===== config.mk =====
export PLATFORM = sky130hd
export DESIGN_NAME = multifunction_pin_mux
export DESIGN_NICKNAME = d
export VERILOG_FILES = /design/src/logic/pin_mux_pkg.sv /design/src/logic/pin_output_stage.sv /design/src/logic/multifunction_pin_mux.sv
export SDC_FILE = /design/constraint.sdc
export NUM_CORES = 1
export LEC_CHECK = 0
export BUFFER_PORTS_ARGS = -buffer_cell sky130_fd_sc_hd__buf_2
export CORE_MARGIN = 2
export CORE_UTILIZATION = 54
export DETAILED_ROUTE_END_ITERATION = 16
export PLACE_DENSITY = 0.84
export SLEW_MARGIN = 20
export SYNTH_ARGS = -nofsm -noshare
export SYNTH_HDL_FRONTEND = slang
export SYNTH_SLANG_ARGS = --single-unit

===== constraint.sdc =====
create_clock -name i_clk -period 5.7 [get_ports i_clk]
set_input_delay 1.14 -clock i_clk [delete_from_list [all_inputs] [get_ports i_clk]]
set_output_delay 1.14 -clock i_clk [all_outputs]
set_load 0.1 [all_outputs]

===== src/logic/pin_mux_pkg.sv =====
// Shared constants and function codes for the digital pin multiplexer
package pin_mux_pkg;

    ////////////////////////////////////////////////////////////////////////////
    // Per-pin function codes and PLL reference source codes (one-hot)
    typedef enum logic [2:0] {
        DIN_AUDIO    = 3'h1,
        DIN_MIC_DATA = 3'h2,
        DIN_PLL_REF  = 3'h4
    } din_func_t;

    typedef enum logic [1:0] {
        DOUT_AUDIO = 2'h1,
        DOUT_GPO   = 2'h2
    } dout_func_t;

    typedef enum logic [2:0] {
        THREE_IDLE     = 3'h1,
        THREE_MIC_DATA = 3'h2,
        THREE_SEC_BCLK = 3'h4
    } three_func_t;

    typedef enum logic [2:0] {
        FOUR_IDLE    = 3'h1,
        FOUR_GPO     = 3'h2,
        FOUR_MIC_CLK = 3'h4
    } four_func_t;

    typedef enum logic [5:0] {
        GPIO_IDLE     = 6'h01,
        GPIO_GPO      = 6'h02,
        GPIO_MIC_CLK  = 6'h04,
        GPIO_MIC_DATA = 6'h08,
        GPIO_SEC_BCLK = 6'h10,
        GPIO_PLL_REF  = 6'h20
    } gpio_func_t;

    typedef enum logic [3:0] {
        PLL_MCLK = 4'h1,
        PLL_BCLK = 4'h2,
        PLL_DIN  = 4'h4,
        PLL_GPIO = 4'h8
    } pll_src_t;

    ////////////////////////////////////////////////////////////////////////////
    // Values after reset
    localparam din_func_t  DIN_FUNC_RESET  = DIN_AUDIO;
    localparam dout_func_t DOUT_FUNC_RESET = DOUT_AUDIO;
    localparam three_func_t THREE_FUNC_RESET = THREE_IDLE;
    localparam four_func_t  FOUR_FUNC_RESET  = FOUR_IDLE;
    localparam gpio_func_t GPIO_FUNC_RESET = GPIO_IDLE;
    localparam pll_src_t   PLL_SRC_RESET   = PLL_MCLK;
    localparam logic [2:0] GPO_LEVEL_RESET = 3'h0;
    localparam logic       POWER_RESET     = 1'b0;

    ////////////////////////////////////////////////////////////////////////////
    // Level bit positions of the three general-purpose outputs
    localparam int GPO_DOUT_BIT = 0;
    localparam int GPO_FOUR_BIT = 1;
    localparam int GPO_GPIO_BIT = 2;

    // Legal code check for any selection field
    function automatic logic legal_code(input logic [5:0] code);
        return $onehot(code);
    endfunction

endpackage


===== src/logic/pin_output_stage.sv =====
// Registered output driver for one reassignable pin
`timescale 1ns/1ps
`default_nettype none

module pin_output_stage (
    input  wire logic i_clk,
    input  wire logic i_reset,
    input  wire logic i_drive,
    input  wire logic i_level,
    output logic      o_pin,
    output logic      o_oe_n
);

    typedef struct packed {
        logic pin;
        logic oe_n;
    } stage_t;

    stage_t state;
    stage_t next_state;

    always_comb begin
        next_state      = state;
        next_state.oe_n = ~i_drive;
        next_state.pin  = i_drive & i_level;
    end

    // Released and low after reset
    always_ff @(posedge i_clk) begin
        if (i_reset) begin
            state <= '{pin: 1'b0, oe_n: 1'b1};
        end else begin
            state <= next_state;
        end
    end

    assign o_pin  = state.pin;
    assign o_oe_n = state.oe_n;

endmodule // pin_output_stage

`default_nettype wire


===== src/logic/multifunction_pin_mux.sv =====
// Digital pin function allocation with control-bus select and analog power gating
`timescale 1ns/1ps
`default_nettype none

// Notes on behaviour
// - The interface-select pin decides whether the two control-bus pins act as I2C or SPI.
// - Reset and interface-select pins have fixed functions that configuration cannot change.
// - Every reassignable pin starts in its default function and changes only on a write.
// - Pin functions are chosen by configuration writes from the host.
// - The PLL reference comes from master clock, bit clock, serial data in or the GP pin.
// - All analog blocks are powered down after reset and powered up in any combination by a host write.
// - Microphone data may come from serial data in, the mic-data pin or the GP pin.
// - Microphone clock goes out only on the mic-clock pin or the GP pin.
// - Secondary port bit clock comes from the mic-data pin or the GP pin.
// - Three general-purpose outputs sit on serial data out, mic-clock pin and GP pin.
// - An exclusive pin carries only its selected function and no other.
module multifunction_pin_mux #(
    parameter int NUM_ANALOG_BLOCKS = 4
) (
    input  wire logic                           i_clk,
    input  wire logic                           i_reset,
    input  wire logic                           i_reset_pin_n,
    input  wire logic                           i_spi_select,
    input  wire logic                           i_ctl_clk_pin,
    input  wire logic                           i_ctl_data_pin,
    input  wire logic                           i_cfg_write,
    input  wire pin_mux_pkg::din_func_t         i_cfg_din_func,
    input  wire pin_mux_pkg::dout_func_t        i_cfg_dout_func,
    input  wire pin_mux_pkg::three_func_t       i_cfg_three_func,
    input  wire pin_mux_pkg::four_func_t        i_cfg_four_func,
    input  wire pin_mux_pkg::gpio_func_t        i_cfg_gpio_func,
    input  wire pin_mux_pkg::pll_src_t          i_cfg_pll_src,
    input  wire logic [2:0]                     i_cfg_gpo_level,
    input  wire logic [NUM_ANALOG_BLOCKS-1:0]   i_cfg_power_up,
    input  wire logic                           i_mclk_pin,
    input  wire logic                           i_bclk_pin,
    input  wire logic                           i_din_pin,
    input  wire logic                           i_three_pin,
    input  wire logic                           i_gpio_pin,
    input  wire logic                           i_audio_dout,
    input  wire logic                           i_mic_clk,
    output logic                                o_i2c_mode,
    output logic                                o_i2c_scl,
    output logic                                o_i2c_sda,
    output logic                                o_serial_port_chip_select_n,
    output logic                                o_spi_mosi,
    output logic                                o_pll_ref,
    output logic                                o_audio_din,
    output logic                                o_mic_data,
    output logic                                o_sec_bclk,
    output logic                                o_dout_pin,
    output logic                                o_dout_oe_n,
    output logic                                o_four_pin,
    output logic                                o_four_oe_n,
    output logic                                o_gpio_pin,
    output logic                                o_gpio_oe_n,
    output logic [NUM_ANALOG_BLOCKS-1:0]        o_analog_power_en
);

    ////////////////////////////////////////////////////////////////////////////
    // State

    typedef struct packed {
        pin_mux_pkg::din_func_t       din_func;
        pin_mux_pkg::dout_func_t      dout_func;
        pin_mux_pkg::three_func_t     three_func;
        pin_mux_pkg::four_func_t      four_func;
        pin_mux_pkg::gpio_func_t      gpio_func;
        pin_mux_pkg::pll_src_t        pll_src;
        logic [2:0]                   gpo_level;
        logic [NUM_ANALOG_BLOCKS-1:0] power_en;
        logic                         i2c_mode;
        logic                         i2c_scl;
        logic                         i2c_sda;
        logic                         cs_n;
        logic                         mosi;
        logic                         pll_ref;
        logic                         audio_din;
        logic                         mic_data;
        logic                         sec_bclk;
    } mux_state_t;

    mux_state_t state;
    mux_state_t next_state;
    logic       rst;
    logic       dout_drive;
    logic       dout_level;
    logic       four_drive;
    logic       four_level;
    logic       gpio_drive;
    logic       gpio_level;

    // Hardware reset pin always resets, never remapped
    assign rst = i_reset | ~i_reset_pin_n;

    ////////////////////////////////////////////////////////////////////////////
    // Next state

    always_comb begin
        next_state = state;
        // Selection changes only on a host write with a legal code
        if (i_cfg_write) begin
            if (pin_mux_pkg::legal_code({3'h0, i_cfg_din_func})) begin
                next_state.din_func = i_cfg_din_func;
            end
            if (pin_mux_pkg::legal_code({4'h0, i_cfg_dout_func})) begin
                next_state.dout_func = i_cfg_dout_func;
            end
            if (pin_mux_pkg::legal_code({3'h0, i_cfg_three_func})) begin
                next_state.three_func = i_cfg_three_func;
            end
            if (pin_mux_pkg::legal_code({3'h0, i_cfg_four_func})) begin
                next_state.four_func = i_cfg_four_func;
            end
            if (pin_mux_pkg::legal_code(i_cfg_gpio_func)) begin
                next_state.gpio_func = i_cfg_gpio_func;
            end
            if (pin_mux_pkg::legal_code({2'h0, i_cfg_pll_src})) begin
                next_state.pll_src = i_cfg_pll_src;
            end
            next_state.gpo_level = i_cfg_gpo_level;
            next_state.power_en  = i_cfg_power_up;
        end

        // Control-bus personality from the select pin
        next_state.i2c_mode = ~i_spi_select;
        next_state.i2c_scl  = i_spi_select ? 1'b1 : i_ctl_clk_pin;
        next_state.i2c_sda  = i_spi_select ? 1'b1 : i_ctl_data_pin;
        next_state.cs_n     = i_spi_select ? i_ctl_clk_pin : 1'b1;
        next_state.mosi     = i_spi_select ? i_ctl_data_pin : 1'b0;

        // PLL reference source
        unique case (state.pll_src)
            pin_mux_pkg::PLL_MCLK: next_state.pll_ref = i_mclk_pin;
            pin_mux_pkg::PLL_BCLK: next_state.pll_ref = i_bclk_pin;
            pin_mux_pkg::PLL_DIN:
                next_state.pll_ref = (state.din_func == pin_mux_pkg::DIN_PLL_REF) & i_din_pin;
            pin_mux_pkg::PLL_GPIO:
                next_state.pll_ref = (state.gpio_func == pin_mux_pkg::GPIO_PLL_REF) & i_gpio_pin;
            default: next_state.pll_ref = 1'b0;
        endcase

        // Exclusive input functions, inactive when unassigned
        next_state.audio_din = (state.din_func == pin_mux_pkg::DIN_AUDIO) & i_din_pin;
        if (state.din_func == pin_mux_pkg::DIN_MIC_DATA) begin
            next_state.mic_data = i_din_pin;
        end else if (state.three_func == pin_mux_pkg::THREE_MIC_DATA) begin
            next_state.mic_data = i_three_pin;
        end else if (state.gpio_func == pin_mux_pkg::GPIO_MIC_DATA) begin
            next_state.mic_data = i_gpio_pin;
        end else begin
            next_state.mic_data = 1'b0;
        end
        if (state.three_func == pin_mux_pkg::THREE_SEC_BCLK) begin
            next_state.sec_bclk = i_three_pin;
        end else if (state.gpio_func == pin_mux_pkg::GPIO_SEC_BCLK) begin
            next_state.sec_bclk = i_gpio_pin;
        end else begin
            next_state.sec_bclk = 1'b0;
        end
    end

    always_ff @(posedge i_clk) begin
        if (rst) begin
            state           <= '0;
            state.din_func  <= pin_mux_pkg::DIN_FUNC_RESET;
            state.dout_func <= pin_mux_pkg::DOUT_FUNC_RESET;
            state.three_func <= pin_mux_pkg::THREE_FUNC_RESET;
            state.four_func <= pin_mux_pkg::FOUR_FUNC_RESET;
            state.gpio_func <= pin_mux_pkg::GPIO_FUNC_RESET;
            state.pll_src   <= pin_mux_pkg::PLL_SRC_RESET;
            state.gpo_level <= pin_mux_pkg::GPO_LEVEL_RESET;
            state.power_en  <= {NUM_ANALOG_BLOCKS{pin_mux_pkg::POWER_RESET}};
            state.i2c_mode  <= 1'b1;
            state.i2c_scl   <= 1'b1;
            state.i2c_sda   <= 1'b1;
            state.cs_n      <= 1'b1;
        end else begin
            state <= next_state;
        end
    end

    ////////////////////////////////////////////////////////////////////////////
    // Output pins

    // Serial data out: audio or first general-purpose output
    assign dout_drive = 1'b1;
    assign dout_level = (state.dout_func == pin_mux_pkg::DOUT_GPO) ?
                        state.gpo_level[pin_mux_pkg::GPO_DOUT_BIT] : i_audio_dout;
    // Mic-clock pin: second output or mic clock
    assign four_drive = state.four_func != pin_mux_pkg::FOUR_IDLE;
    assign four_level = (state.four_func == pin_mux_pkg::FOUR_MIC_CLK) ?
                        i_mic_clk : state.gpo_level[pin_mux_pkg::GPO_FOUR_BIT];
    // GP pin: third output or mic clock
    assign gpio_drive = (state.gpio_func == pin_mux_pkg::GPIO_GPO) |
                        (state.gpio_func == pin_mux_pkg::GPIO_MIC_CLK);
    assign gpio_level = (state.gpio_func == pin_mux_pkg::GPIO_MIC_CLK) ?
                        i_mic_clk : state.gpo_level[pin_mux_pkg::GPO_GPIO_BIT];

    pin_output_stage u_dout_stage (
        .i_clk   (i_clk),
        .i_reset (rst),
        .i_drive (dout_drive),
        .i_level (dout_level),
        .o_pin   (o_dout_pin),
        .o_oe_n  (o_dout_oe_n)
    );

    pin_output_stage u_four_stage (
        .i_clk   (i_clk),
        .i_reset (rst),
        .i_drive (four_drive),
        .i_level (four_level),
        .o_pin   (o_four_pin),
        .o_oe_n  (o_four_oe_n)
    );

    pin_output_stage u_gpio_stage (
        .i_clk   (i_clk),
        .i_reset (rst),
        .i_drive (gpio_drive),
        .i_level (gpio_level),
        .o_pin   (o_gpio_pin),
        .o_oe_n  (o_gpio_oe_n)
    );

    assign o_i2c_mode                  = state.i2c_mode;
    assign o_i2c_scl                   = state.i2c_scl;
    assign o_i2c_sda                   = state.i2c_sda;
    assign o_serial_port_chip_select_n = state.cs_n;
    assign o_spi_mosi                  = state.mosi;
    assign o_pll_ref                   = state.pll_ref;
    assign o_audio_din                 = state.audio_din;
    assign o_mic_data                  = state.mic_data;
    assign o_sec_bclk                  = state.sec_bclk;
    assign o_analog_power_en           = state.power_en;
endmodule // multifunction_pin_mux

`default_nettype wire


Word-level counts from Yosys, hierarchy flattened
Index checks and enable logic that the tools add are counted.
{"block": "op_classes", "addsub": 15, "n_eq_ne": 23, "n_mux": 10, "bitwise": 11, "reduce_logical": 8}
{"cell": "$add A1 B1 Y2", "count": 9}
{"cell": "$eq A3 B1 Y1 const B", "count": 6}
{"cell": "$reduce_and A2 Y1", "count": 6}
{"cell": "$add A2 B1 Y3", "count": 3}
{"cell": "$eq A3 B3 Y1 const B", "count": 3}
{"cell": "$mux W1", "count": 9}
{"cell": "$add A2 B2 Y3", "count": 2}
{"cell": "$eq A3 B2 Y1 const B", "count": 2}
{"cell": "$eq A6 B2 Y1 const B", "count": 1}
{"cell": "$eq A6 B3 Y1 const B", "count": 1}
{"cell": "$eq A6 B4 Y1 const B", "count": 1}
{"cell": "$eq A6 B5 Y1 const B", "count": 1}
{"cell": "$eq A6 B6 Y1 const B", "count": 1}
{"cell": "$and A1 B1 Y1", "count": 5}
{"cell": "$eq A4 B1 Y1 const B", "count": 1}
{"cell": "$eq A4 B2 Y1 const B", "count": 1}
{"cell": "$eq A4 B3 Y1 const B", "count": 1}
{"cell": "$eq A4 B4 Y1 const B", "count": 1}
{"cell": "$not A1 Y1", "count": 4}
{"cell": "$pmux W1 S4", "count": 1}
{"cell": "$reduce_or A2 Y1", "count": 2}
{"cell": "$add A3 B2 Y3", "count": 1}
{"cell": "$ne A3 B1 Y1 const B", "count": 1}
{"cell": "$eq A2 B1 Y1 const B", "count": 1}
{"cell": "other kinds (2)", "count": 3}
{"block": "word_totals", "regBits": 43, "input_bits": 42, "out_inout_bits": 19, "wordCells": 90}

Logic depth before layout (Yosys ltp)
Gate-level depths: netlist of the first run.
{"block": "logic_depth", "word_depth": 5, "ltp_mapped": 10, "depth_no_buf": 9}

Modules after synthesis
Synthesis of the first run repeated with hierarchy kept, for this count alone.
{"block": "unflattened", "hier_cells": 203, "area_unflattened_um2": 2000.7}
{"module": "multifunction_pin_mux", "instances": 1, "cells_per_inst": 191, "area_each_um2": 1835.5, "seq_area_each_um2": 740.7}
{"module": "pin_output_stage", "instances": 3, "cells_per_inst": 4, "area_each_um2": 55.1, "seq_area_each_um2": 40.0}

Worst setup path before layout of the first run
Ideal clock, no wire load.
{"block": "synth_path", "path_type": "in2reg", "start": "input port i_cfg_gpio_func[0]", "end": "register state[20] (netlist bit)", "setup_ns": 0.115, "t_arrival_ns": 3.472, "t_required_ns": 5.585, "setup_slack_ns": 2.113, "path_stages": 10, "n_path_buf": 1, "path_cell_list": "inv_1 -> fa_1 -> fa_1 -> inv_1 -> ha_1 -> fa_1 -> nor4bb_1 -> buf_2 -> mux2i_1 -> nand2_1"}
{"block": "synth_between", "elab_chain_len": 5}
{"element": "from (decl)", "line": "multifunction_pin_mux.sv:31", "text": "input wire pin_mux_pkg::gpio_func_t i_cfg_gpio_func,"}
{"element": "$add A1 B1 Y2 (not written as such)", "line": "pin_mux_pkg.sv:64", "text": "return $onehot(code);"}
{"element": "$add A2 B2 Y3 (not written as such)", "line": "pin_mux_pkg.sv:64"}
{"element": "$add A3 B2 Y3 (not written as such)", "line": "pin_mux_pkg.sv:64"}
{"element": "$eq A3 B1 Y1", "line": "pin_mux_pkg.sv:64"}
{"element": "$reduce_and A2 Y1 (no line)"}
{"element": "to (signal assigned)", "line": "multifunction_pin_mux.sv:179", "text": "state <= next_state;"}
{"element": "to (decl)", "line": "multifunction_pin_mux.sv:83", "text": "mux_state_t state;"}
Several ways; a longest one is shown, not always the timed one.
A chain may end at the register's enable or synchronous reset.

Worst setup path after layout of the first run
Same ends and word-level chain as after synthesis.

==> results of run 1 <==
## worst paths after layout
check | slack [ps] | endpoint
setup / recovery | 2190 | state[20]$_SDFFE_PP1P_
hold / removal | 500 | u_four_stage.o_pin$_SDFF_PP0_
setup reg to reg | 4310 | o_pll_ref$_SDFF_PP0_
hold reg to reg | 500 | u_four_stage.o_pin$_SDFF_PP0_
## registers in the layout, summed over array words and instances (netlist names)
name,flops
u_gpio_stage.o_oe_n,1
u_four_stage.o_oe_n,1
o_analog_power_en,4
o_serial_port_chip_select_n,1
u_dout_stage.o_pin,1
o_pll_ref,1
u_four_stage.o_pin,1
o_spi_mosi,1
u_gpio_stage.o_pin,1
o_sec_bclk,1
o_i2c_mode,1
u_dout_stage.o_oe_n,1
o_i2c_sda,1
o_mic_data,1
o_audio_din,1
state,24
o_i2c_scl,1
## report_power, final
group          switching (mW)  internal, mW  leakage, nW
Combinational          0.0652        0.0413        0.732
Sequential            0.00504         0.308        0.349
Clock                  0.0934         0.104       0.0482
Total                   0.164         0.453         1.13
## routing by layer
layer | vias to the layer above | routed length [µm] | GRT usage, % | part of all wire [%]
met5 | - | 0 | 0 | 0
met4 | 0 | 44 | 7.181 | 1.2
met3 | 6 | 228 | 4.688 | 6.1
met2 | 46 | 1853 | 34.38 | 50
met1 | 713 | 1583 | 25.53 | 43
li1 | 783 | - | - | -
## cells by family after synthesis
| group | after synthesis | synth area share [%] |
|---|---|---|
| simple gates | 71 | 20.38 |
| fa+ha+maj | 10 | 9.016 |
| compound gates | 18 | 6.476 |
| mux | 24 | 12.19 |
| buf+inv | 34 | 7.809 |
| xor+xnor | 1 | 0.4445 |
| flops | 43 | 43.68 |
## final cells by class
class | count | share of cell area, %
Multi-Input combinational cell | 124 | 40.60
Sequential cell | 43 | 36.56
Timing Repair Buffer | 61 | 13.07
Inverter | 23 | 3.666
Tap cell | 46 | 2.444
Clock buffer | 6 | 2.179
Clock inverter | 2 | 1.488
## worst max-delay path: stages
cell      delay [ps]
buf_2             90
inv_1             50
fa_1             490
fa_1             510
inv_1             50
ha_1             180
fa_1             440
nor4bb_1         290
buf_4            220
mux2i_1          200
nand2_1           70
## placed cells by master (no fill, tap or decap), types with 4 or more instances in the layout
| master | n |
|---|---|
| nand3b_1 | 8 |
| nor2b_1 | 4 |
| nor4bb_1 | 4 |
| fa_1 | 7 |
| mux2i_1 | 24 |
| inv_1 | 23 |
| nor2_1 | 26 |
| a21oi_1 | 5 |
| dfxtp_1 | 43 |
| nand2_1 | 8 |
| nand2b_1 | 4 |
| buf_2 | 60 |
| clkbuf_4 | 5 |
## stage by stage
stage / utilization [%] / instances / area (µm²)
after floorplan: - / 201 / 1971
after global placement: 66.41 / 297 / 2268
after detailed placement: 66.41 / 297 / 2268
after CTS: 68.94 / 305 / 2355
after global routing: 68.94 / 305 / 2355
final: 68.94 / 305 / 2355
==> results.json, run 1 <==
{
  "grt_max_degree": 33,
  "dp_hpwl_um": 2810,
  "area_growth_pct": 19.49,
  "pin_count": 61,
  "synth.distinct_cells": 35,
  "dp_slack_ps": 1826,
  "hold-path-cell-count": 2,
  "reg2reg_from": "state[20]$_SDFFE_PP1P_",
  "grt_usage_pct": 20.33,
  "cts_hold_buf": 0,
  "vias": 1548,
  "skew_ps": 8.300,
  "register_area_um2": 860.8,
  "async_flop_share_pct": 0,
  "portBuffers": 60,
  "yosysWarningCount": 0,
  "worstPathRequired_ps": 5930,
  "hp-start": "state[14]$_SDFFE_PP0P_",
  "drt_iter0_drc": 62,
  "htreeDepth": 2,
  "p_per_area_mw_per_mm2": 262.0,
  "reg2regPathDepth": 3,
  "gp_congestion": 0.7530,
  "core-area_mm2": 0.003416,
  "antennaDiodeCount": 0,
  "fin_nets": 310,
  "cts_made_buffers": 5,
  "ant_nets": 0,
  "hold_class": "flop to flop",
  "startpoint_type": "primary input",
  "final_layout_size_suffix_gt1_share_pct": 28.57,
  "whs_ps": 495.1,
  "syn_inst": 201,
  "max_freq_ghz": 0.2849,
  "peakVddDrop_v": 0.0001825,
  "slew_headroom_pct": 35.15,
  "clockBufferDepth": 2,
  "hold_viol": 0,
  "die_h_um": 64.41,
  "drc": 0,
  "syn_area_mm2": 0.001971,
  "startpoint": "i_cfg_gpio_func[0]",
  "cts-root-buf": "clkbuf_4",
  "tightestPinTransition_ps": 959.7,
  "multi_input_area_um2": 955.9,
  "synth_edf_count": 0,
  "syn_area_per_cell_um2": 9.804,
  "ctsResizeCount": 0,
  "fillers": 294,
  "min_period_over_period_pct": 61.59,
  "antenna_found_initial": 0,
  "synthDominantCellAreaShare_pct": 43.68,
  "endpoint_kind": "flop",
  "slew_violations": 0,
  "vias_per_cell": 5.075,
  "die_w_um": 64.41,
  "status": "complete, no violations",
  "rsz0062_at_grt": "no",
  "cts_tree": "built",
  "p_leak_nw": 1.130,
  "fin_crit_ps": 3511,
  "grt_pass1_vias": 1508,
  "drt_wl_total_um": 3709,
  "cts.clk_slew.worst_paths_ps": 120,
  "finalPower_mw": 0.6170,
  "dieArea_mm2": 0.004149,
  "crit_fanout": 6,
  "clkSinkCount": 43,
  "yosysTopAreaCell": "dfxtp_1",
  "layout_setup_ws_ps": 2189,
  "ys_ff_latch": 43,
  "grt_pass1_wl_um": 6486,
  "ys_top_cells_by_count": "dfxtp_1 (43), nor2_1 (26), mux2i_1 (24)",
  "report.final.setup_viol": 0,
  "initial_core_util_pct": 57.69,
  "wl_per_cell_um": 12.16,
  "maxCapViolCount": 0,
  "critPathKind": "primary input to flop",
  "drt-pass1-iter-count": 4,
  "grt-ovfl-total": 0,
  "ys_seq_area_share_pct": 43.68,
  "synthTopCellsByArea": "dfxtp_1 (44%), mux2i_1 (12%), fa_1 (7.1%)",
  "synth_flop_cell": "dfxtp_1",
  "syn-num-nets": 253,
  "yosysMostFrequentCell": "dfxtp_1",
  "cts_setup_buffers": 0,
  "clock_latency_ps": 350,
  "tns_ps": 0,
  "arrival_ps": 3740,
  "num_rows": 21
}
No activity file was read; power rests on OpenSTA's default activity.
==> inputs of run 2 (changes only) <==
--- a/config.mk
+++ b/config.mk
@@ -7,9 +7,9 @@
 export LEC_CHECK = 0
 export BUFFER_PORTS_ARGS = -buffer_cell sky130_fd_sc_hd__buf_2
 export CORE_MARGIN = 2
-export CORE_UTILIZATION = 54
+export CORE_UTILIZATION = 45
 export DETAILED_ROUTE_END_ITERATION = 16
-export PLACE_DENSITY = 0.84
+export PLACE_DENSITY = 0.74
 export SLEW_MARGIN = 20
 export SYNTH_ARGS = -nofsm -noshare
 export SYNTH_HDL_FRONTEND = slang
==> constraint.sdc (replaced) <==
create_clock -name i_clk -period 3 [get_ports i_clk]
set_input_delay 0.6 -clock i_clk [delete_from_list [all_inputs] [get_ports i_clk]]
set_output_delay 0.6 -clock i_clk [all_outputs]
set_load 0.1 [all_outputs]
==> run 2 against run 1 <==
Effect of this change:
- sequential power up 90%
- critical endpoint is now state[25]$_SDFFE_PP0P_
- worst hold slack worse by 9.9 ps
- first-iteration DRC count up 32%
- register-to-register slack worse by 2700 ps
- via count unchanged
- critical path depth unchanged
- combinational power up 96%
==> results.json, run 2 (synthesis gave the netlist of run 1 again) <==
{
  "endpoint_kind": "flop",
  "vias_per_cell": 4.914,
  "path_cells": "buf_8 -> inv_4 -> fa_1 -> fa_1 -> inv_1 -> ha_2 -> fa_1 -> nor4bb_1 -> buf_4 -> mux2i_1 -> nor2_1",
  "antennaDiodeCount": 0,
  "reg2regPathDepth": 3,
  "status": "complete, no violations",
  "maxCapViolCount": 0,
  "drt-pass1-iter-count": 4,
  "fillers": 412,
  "grt-ovfl-total": 0,
  "whs_ps": 485.1,
  "crit_path_frequent_cell": "fa_1",
  "ctsResizeCount": 0,
  "drc": 0,
  "rsz0062_at_grt": "yes",
  "antenna_found_initial": 0,
  "cp-endpoint": "state[25]$_SDFFE_PP0P_",
  "layout_commonest_cell": "buf_2",
  "hold_class": "flop to flop",
  "arrival_ps": 3050,
  "grt_pass1_wl_um": 6844,
  "cts_hold_buf": 0,
  "clock_latency_ps": 290,
  "vias": 1548,
  "fin_crit_ps": 2889,
  "min_period_over_period_pct": 96.31,
  "startpoint": "i_cfg_gpio_func[0]",
  "report.final.setup_viol": 0,
  "grt_pass1_vias": 1539,
  "die_h_um": 70.18,
  "final_cell_mix": "buf_2 (57), dfxtp_1 (43), nor2_1 (26)",
  "wl_per_cell_um": 12.76,
  "tightestPinTransition_ps": 605.3,
  "worstPathRequired_ps": 3160,
  "utilization_pct": 56.96,
  "max_freq_ghz": 0.3461,
  "grt_usage_pct": 17.55,
  "slew_violations": 0,
  "slowest_delay_ps": 490,
  "grt_max_degree": 20,
  "num_rows": 24,
  "skew_ps": 6.964,
  "register_area_um2": 860.8,
  "fin_nets": 314,
  "ff2ff_setup_slack_ps": 1630,
  "hold-path-cell-count": 2,
  "gp_congestion": 0.7384,
  "dp_slack_ps": -250.8,
  "dieArea_mm2": 0.004925,
  "ant_nets": 0,
  "initial_core_util_pct": 45.89,
  "cts_setup_buffers": 0,
  "cts-root-buf": "clkbuf_8",
  "cts_made_buffers": 5,
  "clockBufferDepth": 2,
  "clkSinkCount": 43,
  "core-area_mm2": 0.004294,
  "top_register": "state",
  "area_growth_pct": 24.13,
  "portBuffers": 60,
  "htreeDepth": 2,
  "p_leak_nw": 1.162,
  "r2r_end": "o_pll_ref$_SDFF_PP0_",
  "drt_wl_total_um": 4018,
  "cts_tree": "built",
  "drt_iter0_drc": 82,
  "peakVddDrop_v": 0.0003021,
  "dpl_cell_area_mm2": 0.002308,
  "multi_input_area_um2": 958.4,
  "crit_fanout": 6,
  "slew_headroom_pct": 59.60,
  "crit_slowest_cell": "fa_1",
  "hold_viol": 0,
  "startpoint_type": "primary input",
  "critPathKind": "primary input to flop",
  "cts.clk_slew.worst_paths_ps": 80,
  "reg2reg_from": "state[20]$_SDFFE_PP1P_",
  "die_w_um": 70.18,
  "dp_hpwl_um": 3021,
  "final_layout_size_suffix_gt1_share_pct": 31.18,
  "pin_count": 61,
  "fin_area_mm2": 0.002446,
  "layout_setup_ws_ps": 110.6,
  "p_per_area_mw_per_mm2": 512.0,
  "largest_reg_flops": 24
}
[run 2: worst min-delay path by stage]
stage                                          to                   start  slack, ps
floorplan           u_four_stage.o_pin$_SDFF_PP0_  state[14]$_SDFFE_PP0P_        450
global placement    u_four_stage.o_pin$_SDFF_PP0_  state[14]$_SDFFE_PP0P_        470
detailed placement  u_four_stage.o_pin$_SDFF_PP0_  state[14]$_SDFFE_PP0P_        470
CTS                 u_four_stage.o_pin$_SDFF_PP0_  state[14]$_SDFFE_PP0P_        490
global route                 o_i2c_scl$_SDFF_PP1_           i_ctl_clk_pin        500
finish              u_four_stage.o_pin$_SDFF_PP0_  state[14]$_SDFFE_PP0P_        490
[run 2: routing by layer]
metal / part of all wire, % / vias up / global-route usage [%]
met5: 0 / - / 0
met2: 49 / 44 / 29.31
met1: 43 / 707 / 22.46
met4: 1.6 / 0 / 4.487
met3: 5.7 / 7 / 4.906
li1: - / 790 / -
[run 2: layout make-up]
class                           count  share of cell area (%)
Clock inverter                      3                   1.790
Clock buffer                        5                   2.813
Tap cell                           52                   2.660
Inverter                           23                   3.632
Multi-Input combinational cell    124                   39.18
Timing Repair Buffer               65                   14.73
Sequential cell                    43                   35.19
[run 2: worst max-delay path: cells and delay by family]
family / cells / cell delay (ps)
buf+inv: 4 / 370
mux: 1 / 200
simple gates: 2 / 330
fa+ha+maj: 4 / 1560
[run 2: power by group]
group,internal [mW],switching (mW),total [mW]
Clock,0.248,0.199,0.447
Sequential,0.585,0.00971,0.595
Combinational,0.0854,0.125,0.210
[run 2: stage by stage]
| step | power [mW] | TNS, ps | instances |
|---|---|---|---|
| floorplan | 0.7573 | 0 | 201 |
| global placement | 0.8087 | -982.3 | 307 |
| detailed placement | 0.8175 | -1390 | 307 |
| CTS | 1.265 | 0 | 315 |
| global route | 1.312 | -60.21 | 315 |
| finish | 1.252 | 0 | 315 |
